[src/arb_alu_params.svh]
// Register indices, field positions and reset values of the arbiter level and ALU flag bank.
`ifndef ARB_ALU_PARAMS_SVH
`define ARB_ALU_PARAMS_SVH
`define IDX_W            12
`define IDX_LOCK         12'h0B4
`define IDX_SCAN         12'h0B5
`define IDX_DMA1         12'h0B6
`define IDX_DMA2         12'h0B7
`define IDX_DMA3         12'h0B8
`define IDX_DMA4         12'h0B9
`define IDX_MAIN         12'h0BE
`define IDX_IRQ          12'h0BF
`define IDX_FLAGS        12'h4D8
`define IDX_MULTIPLY_RESULT         12'h4F3
`define IDX_MULTIPLY_RESULT_HI      12'h4F4
`define LVL_W            3
`define LVL_RST          3'h0
`define LOCK_BIT         0
`define FLAG_C           0
`define FLAG_DC          1
`define FLAG_Z           2
`define FLAG_OV          3
`define FLAG_N           4
`define FLAG_PD          5
`define FLAG_TO          6
`define FLAGS_RST        8'h60
`define FLAGS_SW_MASK    8'h1F
`define MULTIPLY_RESULT_RST         16'h0000
`endif

[src/arb_alu_pkg.sv]
// Types shared by the arbiter level and ALU flag register bank.
package arb_alu_pkg;
  typedef enum logic [2:0] {
    OP_ADD,
    OP_SUB,
    OP_AND,
    OP_RLC,
    OP_RRC
  } alu_op_t;
  typedef enum logic [2:0] {
    LV_SCAN,
    LV_DMA1,
    LV_DMA2,
    LV_DMA3,
    LV_DMA4,
    LV_MAIN,
    LV_IRQ
  } lvl_sel_t;
endpackage

[src/arb_alu_regs.sv]
// APB register bank holding bus arbiter levels, their lock, the ALU flags and the product.
//
// How it works
// [RULE_01] Interrupt routine arbiter level, three bits.
// [RULE_02] Main routine arbiter level, three bits.
// [RULE_03] Four DMA channel arbiter levels.
// [RULE_04] Memory scanner arbiter level, three bits.
// [RULE_05] Level value maps directly; zero highest.
// [RULE_06] Lock set: level writes are ignored.
// [RULE_07] Lock clear: level writes are accepted.
// [RULE_08] Lock changes only right after unlock.
// [RULE_09] One-shot config: lock cannot clear; reset clears.
// [RULE_10] Sixteen-bit product, whole or byte access.
// [RULE_11] Expiry flag set by power-up, kick, sleep.
// [RULE_12] Expiry flag cleared by watchdog time-out.
// [RULE_13] Sleep flag set by power-up, kick; sleep clears.
// [RULE_14] Sign flag follows result bit seven.
// [RULE_15] Wrap flag marks signed overflow.
// [RULE_16] Zero flag marks all-clear result.
// [RULE_17] Nibble carry from bit three on add/sub.
// [RULE_18] Carry from bit seven on add/sub.
// [RULE_19] Subtract adds complement; carries are inverted borrows.
// [RULE_20] Rotate through carry loads shifted-out bit.
// [RULE_21] Power-on reset sets flag defaults; warm resets keep.
// [RULE_22] Flag register as destination drops the result.
// [RULE_23] Unused upper bits ignore writes, read zero.
`timescale 1ns/100ps
`include "arb_alu_params.svh"
module arb_alu_regs #(
  parameter int ADDR_W = 14
) (
  input  wire logic              pclk,
  input  wire logic              presetn,
  input  wire logic              psel,
  input  wire logic              penable,
  input  wire logic              pwrite,
  input  wire logic [ADDR_W-1:0] paddr,
  input  wire logic [31:0]       pwdata,
  input  wire logic [3:0]        pstrb,
  output logic      [31:0]       prdata,
  output logic                   pready,
  output logic                   pslverr,
  input  wire logic              warm_reset,
  input  wire logic              unlock_armed,
  input  wire logic              one_shot_lock_cfg,
  input  wire logic              watchdog_kick_op,
  input  wire logic              sleep_op,
  input  wire logic              watchdog_timeout,
  input  wire logic              alu_valid,
  input  wire arb_alu_pkg::alu_op_t alu_op,
  input  wire logic [7:0]        alu_a,
  input  wire logic [7:0]        alu_b,
  input  wire logic              alu_to_flags,
  input  wire logic              mul_valid,
  input  wire logic [15:0]       mul_product,
  output logic      [2:0]        irq_arb_level,
  output logic      [2:0]        main_arb_level,
  output logic      [2:0]        dma1_arb_level,
  output logic      [2:0]        dma2_arb_level,
  output logic      [2:0]        dma3_arb_level,
  output logic      [2:0]        dma4_arb_level,
  output logic      [2:0]        scanner_arb_level,
  output logic                   arb_level_lock_bit,
  output logic      [7:0]        alu_flags,
  output logic      [15:0]       multiply_result,
  output logic      [7:0]        alu_result,
  output logic                   alu_result_valid
);
  import arb_alu_pkg::*;

  localparam int NLVL = 7;

  logic [`LVL_W-1:0] lvl_r   [NLVL];
  logic [`LVL_W-1:0] lvl_nxt [NLVL];
  logic              lock_r;
  logic              lock_nxt;
  logic [7:0]        flags_r;
  logic [7:0]        flags_nxt;
  logic [15:0]       multiply_result_r;
  logic [15:0]       multiply_result_nxt;
  logic [7:0]        res_r;
  logic [7:0]        res_nxt;
  logic              resv_r;
  logic              resv_nxt;
  logic [31:0]       rdata_r;
  logic [31:0]       rdata_nxt;
  logic              err_r;
  logic              err_nxt;

  logic [`IDX_W-1:0] idx;
  logic              aligned;
  logic              setup;
  logic              wr_acc;

  // Maps a register index to a level slot; returns the slot and a hit flag.
  function automatic logic [3:0] lvl_decode(input logic [`IDX_W-1:0] i);
    logic [3:0] r;
    r = 4'h0;
    case (i)
      `IDX_SCAN: r = {1'b1, 3'(LV_SCAN)};
      `IDX_DMA1: r = {1'b1, 3'(LV_DMA1)};
      `IDX_DMA2: r = {1'b1, 3'(LV_DMA2)};
      `IDX_DMA3: r = {1'b1, 3'(LV_DMA3)};
      `IDX_DMA4: r = {1'b1, 3'(LV_DMA4)};
      `IDX_MAIN: r = {1'b1, 3'(LV_MAIN)};
      `IDX_IRQ:  r = {1'b1, 3'(LV_IRQ)};
      default:   r = 4'h0;
    endcase
    return r;
  endfunction

  function automatic logic mapped(input logic [`IDX_W-1:0] i);
    return lvl_decode(i)[3] || i == `IDX_LOCK || i == `IDX_FLAGS ||
           i == `IDX_MULTIPLY_RESULT || i == `IDX_MULTIPLY_RESULT_HI;
  endfunction

  assign idx     = paddr[ADDR_W-1:2];
  assign aligned = paddr[1:0] == 2'b00;
  assign setup   = psel && !penable;
  assign wr_acc  = psel && penable && pwrite && !err_r;

  // Every transfer takes one access cycle; read data is captured in setup.
  assign pready  = psel && penable;
  assign prdata  = rdata_r;
  assign pslverr = psel && penable && err_r;

  always_comb begin
    logic [3:0] d;
    d = lvl_decode(idx);
    rdata_nxt = rdata_r;
    err_nxt   = err_r;
    if (setup) begin
      err_nxt   = !aligned || !mapped(idx);
      rdata_nxt = 32'h0000_0000;
      if (aligned && d[3]) begin
        rdata_nxt[`LVL_W-1:0] = lvl_r[d[2:0]]; // see [RULE_23]
      end else if (aligned) begin
        case (idx)
          `IDX_LOCK:    rdata_nxt[`LOCK_BIT] = lock_r; // see [RULE_23]
          `IDX_FLAGS:   rdata_nxt[7:0] = flags_r;
          `IDX_MULTIPLY_RESULT:    rdata_nxt[15:0] = multiply_result_r; // see [RULE_10]
          `IDX_MULTIPLY_RESULT_HI: rdata_nxt[7:0] = multiply_result_r[15:8];
          default:      rdata_nxt = 32'h0000_0000;
        endcase
      end
    end
  end

  // Arbiter levels and their lock.
  always_comb begin
    logic [3:0] d;
    d = lvl_decode(idx);
    for (int k = 0; k < NLVL; k++) begin
      lvl_nxt[k] = lvl_r[k];
    end
    lock_nxt = lock_r;
    if (wr_acc && pstrb[0] && d[3] && !lock_r) begin // see [RULE_06] [RULE_07]
      lvl_nxt[d[2:0]] = pwdata[`LVL_W-1:0]; // see [RULE_23]
    end
    if (wr_acc && pstrb[0] && idx == `IDX_LOCK && unlock_armed) begin // see [RULE_08]
      if (pwdata[`LOCK_BIT]) begin
        lock_nxt = 1'b1;
      end else if (!(one_shot_lock_cfg && lock_r)) begin // see [RULE_09]
        lock_nxt = 1'b0;
      end
    end
    // A warm reset reopens the lock so one more set is possible.
    if (warm_reset) begin
      lock_nxt = 1'b0; // see [RULE_09]
    end
  end

  // Flags and ALU result.
  always_comb begin
    logic [7:0] bb;
    logic [8:0] sum;
    logic [4:0] lo;
    logic [7:0] r;
    logic [7:0] upd;
    logic [7:0] mask;
    bb   = alu_b;
    sum  = 9'h000;
    lo   = 5'h00;
    r    = 8'h00;
    upd  = 8'h00;
    mask = 8'h00;
    flags_nxt = flags_r;
    res_nxt   = res_r;
    resv_nxt  = 1'b0;
    case (alu_op)
      OP_ADD, OP_SUB: begin
        // Subtraction adds the complement, so a set carry means no borrow.
        bb  = (alu_op == OP_SUB) ? ~alu_b : alu_b; // see [RULE_19]
        sum = {1'b0, alu_a} + {1'b0, bb} + {8'h00, alu_op == OP_SUB};
        lo  = {1'b0, alu_a[3:0]} + {1'b0, bb[3:0]} + {4'h0, alu_op == OP_SUB};
        r   = sum[7:0];
        upd[`FLAG_C]  = sum[8]; // see [RULE_18]
        upd[`FLAG_DC] = lo[4]; // see [RULE_17]
        upd[`FLAG_OV] = (alu_a[7] == bb[7]) && (r[7] != alu_a[7]); // see [RULE_15]
        mask = 8'h1F;
      end
      OP_RLC: begin
        r = {alu_a[6:0], flags_r[`FLAG_C]};
        upd[`FLAG_C] = alu_a[7]; // see [RULE_20]
        mask = 8'h15;
      end
      OP_RRC: begin
        r = {flags_r[`FLAG_C], alu_a[7:1]};
        upd[`FLAG_C] = alu_a[0]; // see [RULE_20]
        mask = 8'h15;
      end
      OP_AND: begin
        r = alu_a & alu_b;
        mask = 8'h14;
      end
      default: begin
        r    = 8'h00;
        mask = 8'h00;
      end
    endcase
    upd[`FLAG_N] = r[7]; // see [RULE_14]
    upd[`FLAG_Z] = r == 8'h00; // see [RULE_16]
    if (wr_acc && pstrb[0] && idx == `IDX_FLAGS) begin
      flags_nxt = (flags_r & ~`FLAGS_SW_MASK) | (pwdata[7:0] & `FLAGS_SW_MASK);
    end
    // The ALU update is applied after the bus write so hardware wins a clash.
    if (alu_valid) begin
      flags_nxt = (flags_nxt & ~mask) | (upd & mask);
      if (!alu_to_flags) begin // see [RULE_22]
        res_nxt  = r;
        resv_nxt = 1'b1;
      end
    end
    if (watchdog_timeout) begin
      flags_nxt[`FLAG_TO] = 1'b0; // see [RULE_12]
    end
    if (sleep_op) begin
      flags_nxt[`FLAG_TO] = 1'b1; // see [RULE_11]
      flags_nxt[`FLAG_PD] = 1'b0; // see [RULE_13]
    end
    if (watchdog_kick_op) begin
      flags_nxt[`FLAG_TO] = 1'b1; // see [RULE_11]
      flags_nxt[`FLAG_PD] = 1'b1; // see [RULE_13]
    end
  end

  // Product register; the multiplier wins over a bus write in the same cycle.
  always_comb begin
    multiply_result_nxt = multiply_result_r;
    if (wr_acc && idx == `IDX_MULTIPLY_RESULT) begin // see [RULE_10]
      if (pstrb[0]) begin
        multiply_result_nxt[7:0] = pwdata[7:0];
      end
      if (pstrb[1]) begin
        multiply_result_nxt[15:8] = pwdata[15:8];
      end
    end
    if (wr_acc && pstrb[0] && idx == `IDX_MULTIPLY_RESULT_HI) begin
      multiply_result_nxt[15:8] = pwdata[7:0];
    end
    if (mul_valid) begin
      multiply_result_nxt = mul_product;
    end
  end

  // The async reset is power-on/brown-out; warm resets do not touch the flags.
  always_ff @(posedge pclk or negedge presetn) begin
    if (!presetn) begin
      for (int k = 0; k < NLVL; k++) begin
        lvl_r[k] <= `LVL_RST;
      end
      lock_r  <= 1'b0;
      flags_r <= `FLAGS_RST; // see [RULE_21]
      multiply_result_r  <= `MULTIPLY_RESULT_RST;
      res_r   <= 8'h00;
      resv_r  <= 1'b0;
      rdata_r <= 32'h0000_0000;
      err_r   <= 1'b0;
    end else begin
      for (int k = 0; k < NLVL; k++) begin
        lvl_r[k] <= lvl_nxt[k];
      end
      lock_r  <= lock_nxt;
      flags_r <= flags_nxt;
      multiply_result_r  <= multiply_result_nxt;
      res_r   <= res_nxt;
      resv_r  <= resv_nxt;
      rdata_r <= rdata_nxt;
      err_r   <= err_nxt;
    end
  end

  // Levels go straight out as binary, zero being the most urgent.
  assign scanner_arb_level  = lvl_r[LV_SCAN]; // see [RULE_04] [RULE_05]
  assign dma1_arb_level     = lvl_r[LV_DMA1]; // see [RULE_03]
  assign dma2_arb_level     = lvl_r[LV_DMA2];
  assign dma3_arb_level     = lvl_r[LV_DMA3];
  assign dma4_arb_level     = lvl_r[LV_DMA4];
  assign main_arb_level     = lvl_r[LV_MAIN]; // see [RULE_02]
  assign irq_arb_level      = lvl_r[LV_IRQ]; // see [RULE_01]
  assign arb_level_lock_bit = lock_r;
  assign alu_flags          = flags_r;
  assign multiply_result    = multiply_result_r;
  assign alu_result         = res_r;
  assign alu_result_valid   = resv_r;
endmodule

[config.mk]
export PLATFORM = sky130hd
export DESIGN_NAME = arb_alu_regs
export DESIGN_NICKNAME = d
export VERILOG_FILES = /design/src/arb_alu_pkg.sv /design/src/arb_alu_regs.sv
export VERILOG_INCLUDE_DIRS = /design/src
export SDC_FILE = /design/constraint.sdc
export NUM_CORES = 1
export LEC_CHECK = 0
export ABC_AREA = 0
export BUFFER_PORTS_ARGS = -buffer_cell sky130_fd_sc_hd__buf_2
export CAP_MARGIN = 15
export CORE_MARGIN = 5
export CORE_UTILIZATION = 53
export CTS_CLUSTER_DIAMETER = 50
export CTS_CLUSTER_SIZE = 14
export DETAILED_ROUTE_END_ITERATION = 8
export PLACE_DENSITY_LB_ADDON = 0.2
export SLEW_MARGIN = 20
export SYNTH_ARGS = -nofsm -noshare
export SYNTH_HDL_FRONTEND = slang
export SYNTH_SLANG_ARGS = --single-unit
[constraint.sdc]
create_clock -name pclk -period 7 [get_ports pclk]
set_input_delay 0 -clock pclk [delete_from_list [all_inputs] [get_ports pclk]]
set_output_delay 0 -clock pclk [all_outputs]
set_load 0.01 [all_outputs]
# Word-level counts from Yosys, hierarchy flattened

Cells that the tools add are included.

Register bits: 88
Input port bits: 99
Logic and storage cells: 125
Output and inout bits: 89

$add $sub $neg: 4
Reductions and logical operators: 41
Bitwise operators: 9
Order comparisons: 2
Muxes and demuxes: 36
Eq/ne operators: 18

Operators with widths:

| kind                                             | count |
|---|---|
| == test 12 x 8 -> 1 bit (second input constant)  | 8 |
| 2-to-1 mux 8 bit                                 | 7 |
| 2-to-1 mux 16 bit                                | 3 |
| == test 12 x 11 -> 1 bit (second input constant) | 3 |
| one-hot mux 8 bit (4 select lines)               | 1 |
| 2-to-1 mux 29 bit                                | 1 |
| one-hot mux 4 bit (7 select lines)               | 1 |
| bitwise mux 21 bit                               | 1 |
| one-hot mux 7 bit (3 select lines)               | 1 |
| logical AND 1 bit                                | 17 |
| bitwise AND 8 bit                                | 2 |
| NOT 8 bit                                        | 2 |
| one-hot mux 5 bit (3 select lines)               | 1 |
| 2-to-1 mux 3 bit                                 | 4 |
| adder 8 x 8 -> 9 bit                             | 1 |
| adder 9 x 1 -> 9 bit                             | 1 |
| binary-select mux 3 bit (select 3 bit)           | 1 |
| demux 3 bit (select 3 bit)                       | 1 |
| 2-to-1 mux 1 bit                                 | 9 |
| bitwise AND 5 x 8 -> 8 bit                       | 1 |
| logical NOT 8 bit                                | 1 |
| OR 8 x 5 -> 8 bit                                | 1 |
| OR 8 bit                                         | 1 |
| AND reduction 2 bit                              | 4 |
| 23 further kinds                                 | 37 |

# Depth between registers and ports, before layout

Depth after elaboration: 13
Gate-level depth with buffers: 12
Mapped depth without buffers: 11

# Least setup slack after synthesis

No wires, ideal clock.

Path kind: input port to flip-flop
From: input alu_op[0]
To: register flags_r[2] (netlist: alu_flags[2])
Buffers on the path: 1
Arrival: 2.923 ns
Data required time: 6.890 ns
Slack: 3.967 ns
Cell stages on the path: 11
Cell sequence: clkbuf_1 inv_1 nor3_2 xor2_1 ha_1 and2_1 a211oi_1 o21ai_1 mux2i_1 a221o_1 o41ai_1

Longest elaborated chain between the ends: 9

Ends and longest elaborated chain:

| what                               | RTL line            | RTL |
|---|---|---|
| start: declaration                 | arb_alu_regs.sv:50  | `input wire arb_alu_pkg::alu_op_t alu_op,` |
| == test 3 x 1 -> 1 bit             | --                  |  |
| 2-to-1 mux 8 bit                   | arb_alu_regs.sv:193 | `bb = (alu_op == OP_SUB) ? ~alu_b : alu_b;` |
| adder 8 x 8 -> 9 bit               | arb_alu_regs.sv:194 | `sum = {1'b0, alu_a} + {1'b0, bb} + {8'h00, alu_op == OP_SUB};` |
| adder 9 x 1 -> 9 bit               | arb_alu_regs.sv:194 |  |
| one-hot mux 8 bit (4 select lines) | arb_alu_regs.sv:190 | `case (alu_op)` |
| logical NOT 8 bit                  | arb_alu_regs.sv:222 | `` upd[`FLAG_Z] = r == 8'h00; `` |
| bitwise AND 5 x 8 -> 8 bit         | arb_alu_regs.sv:228 | `flags_nxt = (flags_nxt & ~mask) \| (upd & mask);` |
| OR 8 bit (*)                       | arb_alu_regs.sv:228 |  |
| 2-to-1 mux 8 bit (*)               | arb_alu_regs.sv:227 | `if (alu_valid) begin` |
| net flags_nxt[2]                   | arb_alu_regs.sv:78  | `logic [7:0] flags_nxt;` |
| end signal: assignment             | arb_alu_regs.sv:273 | `` flags_r <= `FLAGS_RST; `` |
| end signal: assignment             | arb_alu_regs.sv:284 | `flags_r <= flags_nxt;` |
| end: declaration                   | arb_alu_regs.sv:77  | `logic [7:0] flags_r;` |

The timed path passes the listed nets; every way through them passes the cells marked *.
A chain may end at the register's enable or synchronous reset.

# Final worst setup path

Ends and elaborated chain as after synthesis.

==> metrics <==
outcome=completed; Post-synth EDFFs=0; dpl hpwl=between 10 and 15 mm; vias=4442; gpl congestion=0.914; final setup fails=0; Clock Tree Root=clkbuf_8; period utilization=a little under half; most frequent cells in the layout=152 x buf_2, 69 x dfrtp_1, 53 x nand2_1; I/O pin total=roughly 190; Skew-Pair Late Insertion Delay=between 300 and 400 ps; CTS tree=done; yosys warns=0; WS Path Type=input port to flip-flop; crit path capture type=flip-flop; Synth cell types=72; Slew headroom=38.2%; Synth Area in Simple Gates=between 10% and 20%; port buffer count=152; async set-reset flop share out of synthesis=100%; Final #Nets=about 760; H-tree depth=3; chip height=around 100 µm; Min-Delay Path Class=input port to flip-flop; Pint=between 0.7 and 0.8 mW; sequential share of power=44.4%; first-pass GRT wire length=between 20 and 25 mm; combinational group share of total power=~22%; worst slew pin tran=between 900 and 1000 ps; total grt overflow=0; initial antenna violation count=0; Pwr per Cell Area=~180 mW/mm²; Yosys reg bits=71; sw power=0.320 mW; starting density of the core=a little over half; n_diodes=0; fmax=between 0.3 and 0.4 GHz; area of the core=between 0.008 and 0.009 mm²; critical path arrival=3510 ps; mux cell area share after synthesis=between 10% and 20%; switching share of power=a little under a third; setup_tns=0 ps; P&R area growth vs syn=24.8%; part of the power in the clock network=about a third; vias per cell=about 5.8; Avg WL per Cell=approximately 18 µm; Max IR drop VDD=between 0.09 and 0.1 mV; pre-CTS setup slack=3350 ps; final slew viol count=0; clk slew on worst S/H paths=roughly 70 ps; cell count after synthesis=494; max-cap violation count=0; Post-CTS Resized=0; initial DRC count=~240; share of layout cells above drive strength 1=34.5%; Synth Flop Type=dfrtp_1; Core Util, Final=a little under 70%; Synth Area in Compound Gates=between 10% and 20%; Die Wd=between 100 and 150 µm; DRC Markers=0; main combinational cell family by area after synthesis=compound AO/OA/AOI/OAI gates; Post-Synthesis Cell Area=between 0.004 and 0.005 mm²; P_leak=roughly 2.8 nW; Final Hold Viols=0; Num Clock Sinks=71; adder-cell area share of the yosys netlist=2.85%; Mapped Avg Cell Area=around 9.4 µm²; Std-Cell Rows=34; total CTS buffers=9; worst path required time=a little over 7000 ps; area of the die=approximately 0.011 mm²; largest net degree at the start of global routing=between 70 and 80; vias in the first global route=about 4500; drt first pass iters=6; unrepaired setup endpoints after global routing=false; Synth Area in XOR/XNOR=just over 2%; sequential area share after synthesis=between 30% and 40%; crit path time final=between 3000 and 4000 ps; Final ANT Viol Nets=0; GRT Util Overall=between 20% and 30%; CP Launch Type=input port; Post-Route WL=roughly 14 mm; most common cell after layout, fill and taps aside=buf_2; Worst Clk Skew=around 10 ps; clk buf depth=2; final worst setup slack=3710 ps; critical path fanouts, max=20
==> metrics by stage <==
stage	total power [mW]	instance area, µm²	std cells	hold WS, ps
3_3_place_gp	0.675	5390	729	148
4_1_cts	1.03	5810	766	0.686
3_5_place_dp	0.680	5390	729	159
2_1_floorplan	0.591	4710	510	-296
6_report	1.03	5810	766	2.82
5_1_grt	1.08	5810	766	6.82
==> Yosys cell counts (6+ instances only) <==
cell type / number / area, µm²
a21oi_1: 26 / 130
a22o_1: 14 / 123
nand2_1: 53 / 199
xor2_1: 10 / 87.6
buf_4: 18 / 135
nand2b_1: 9 / 56.3
clkbuf_1: 18 / 67.6
inv_1: 12 / 45.0
dfrtp_1: 69 / 1730
o21ai_0: 41 / 205
nor3_1: 8 / 40.0
and3_1: 6 / 37.5
nor2_1: 28 / 105
mux2i_1: 20 / 200
ha_1: 9 / 113
a31oi_1: 7 / 43.8
mux2_2: 36 / 405
nor2b_1: 10 / 62.6
==> critical path, cell delays in order <==
cell and delay (ps):
buf_2 290, inv_1 170, nor3_2 600, xor2_1 270
ha_1 310, and4_1 170, a211oi_1 530, o21ai_1 200
mux2i_1 160, a221o_1 400, o41ai_1 400
==> layout make-up <==
class	instances	area, µm²
clock buffers	10	138
clock inverters	6	68.8
inverters	12	45.0
flip-flops and latches	71	1780
multi-input cells	383	2650
fillers	746	2830
well taps	108	135
repair buffers	176	993
==> power groups by stage <==
| stage | clock network, mW | registers (mW) | logic (mW) |
|---|---|---|---|
| after floorplan | 0 | 0.469 | 0.122 |
| after global placement | 0 | 0.461 | 0.213 |
| after detailed placement | 0 | 0.463 | 0.217 |
| after CTS | 0.346 | 0.455 | 0.227 |
| after global routing | 0.365 | 0.458 | 0.253 |
| final | 0.343 | 0.455 | 0.228 |
==> worst paths after layout <==
| path | endpoint | cells after the start | start | slack (ps) |
|---|---|---|---|---|
| max | alu_flags[2] | 11 | alu_op[0] | 3710 |
| min | multiply_result[3] | 3 | pwdata[3] | 3 |
| max reg2reg | dma2_arb_level[1] | 6 | err_r | 4450 |
| min reg2reg | alu_result[2] | 2 | alu_result[2] | 480 |
| max in group asynchronous | multiply_result[2] | 3 | presetn | 5990 |
| min in group asynchronous | arb_level_lock_bit | 3 | presetn | 370 |
==> logic make-up (layout without fill, tap and decap cells) <==
kind of cell	Yosys count	in the layout
buf+inv	56	204
simple gates	154	154
compound gates	135	135
mux	56	56
fa+ha+maj	10	10
xor+xnor	11	11
other cells	1	17
flops	71	71
==> sequential cells by signal (all words and copies together), names as in the netlist <==
signal / cells
irq_arb_level: 3
dma2_arb_level: 3
alu_result: 8
dma3_arb_level: 3
dma4_arb_level: 3
dma1_arb_level: 3
err_r: 1
alu_flags: 7
prdata: 16
arb_level_lock_bit: 1
alu_result_valid: 1
main_arb_level: 3
scanner_arb_level: 3
multiply_result: 16
==> routing by layer <==
metal,vias up,GRT usage [%],wire [µm]
met5,-,0,0
met4,0,7.59,209
met3,18,6.03,1100
met2,182,41.7,6720
met1,2147,34.3,6020
li1,2095,-,-
==> timing repair <==
| item | CTS | global route |
|---|---|---|
| hold buffers | 21 | 0 |
| endpoints found under the hold margin | 88 | 0 |
| buffers inserted | 0 | 0 |
| setup endpoints to repair | 0 | 0 |
No activity file was read; power rests on OpenSTA's default activity.
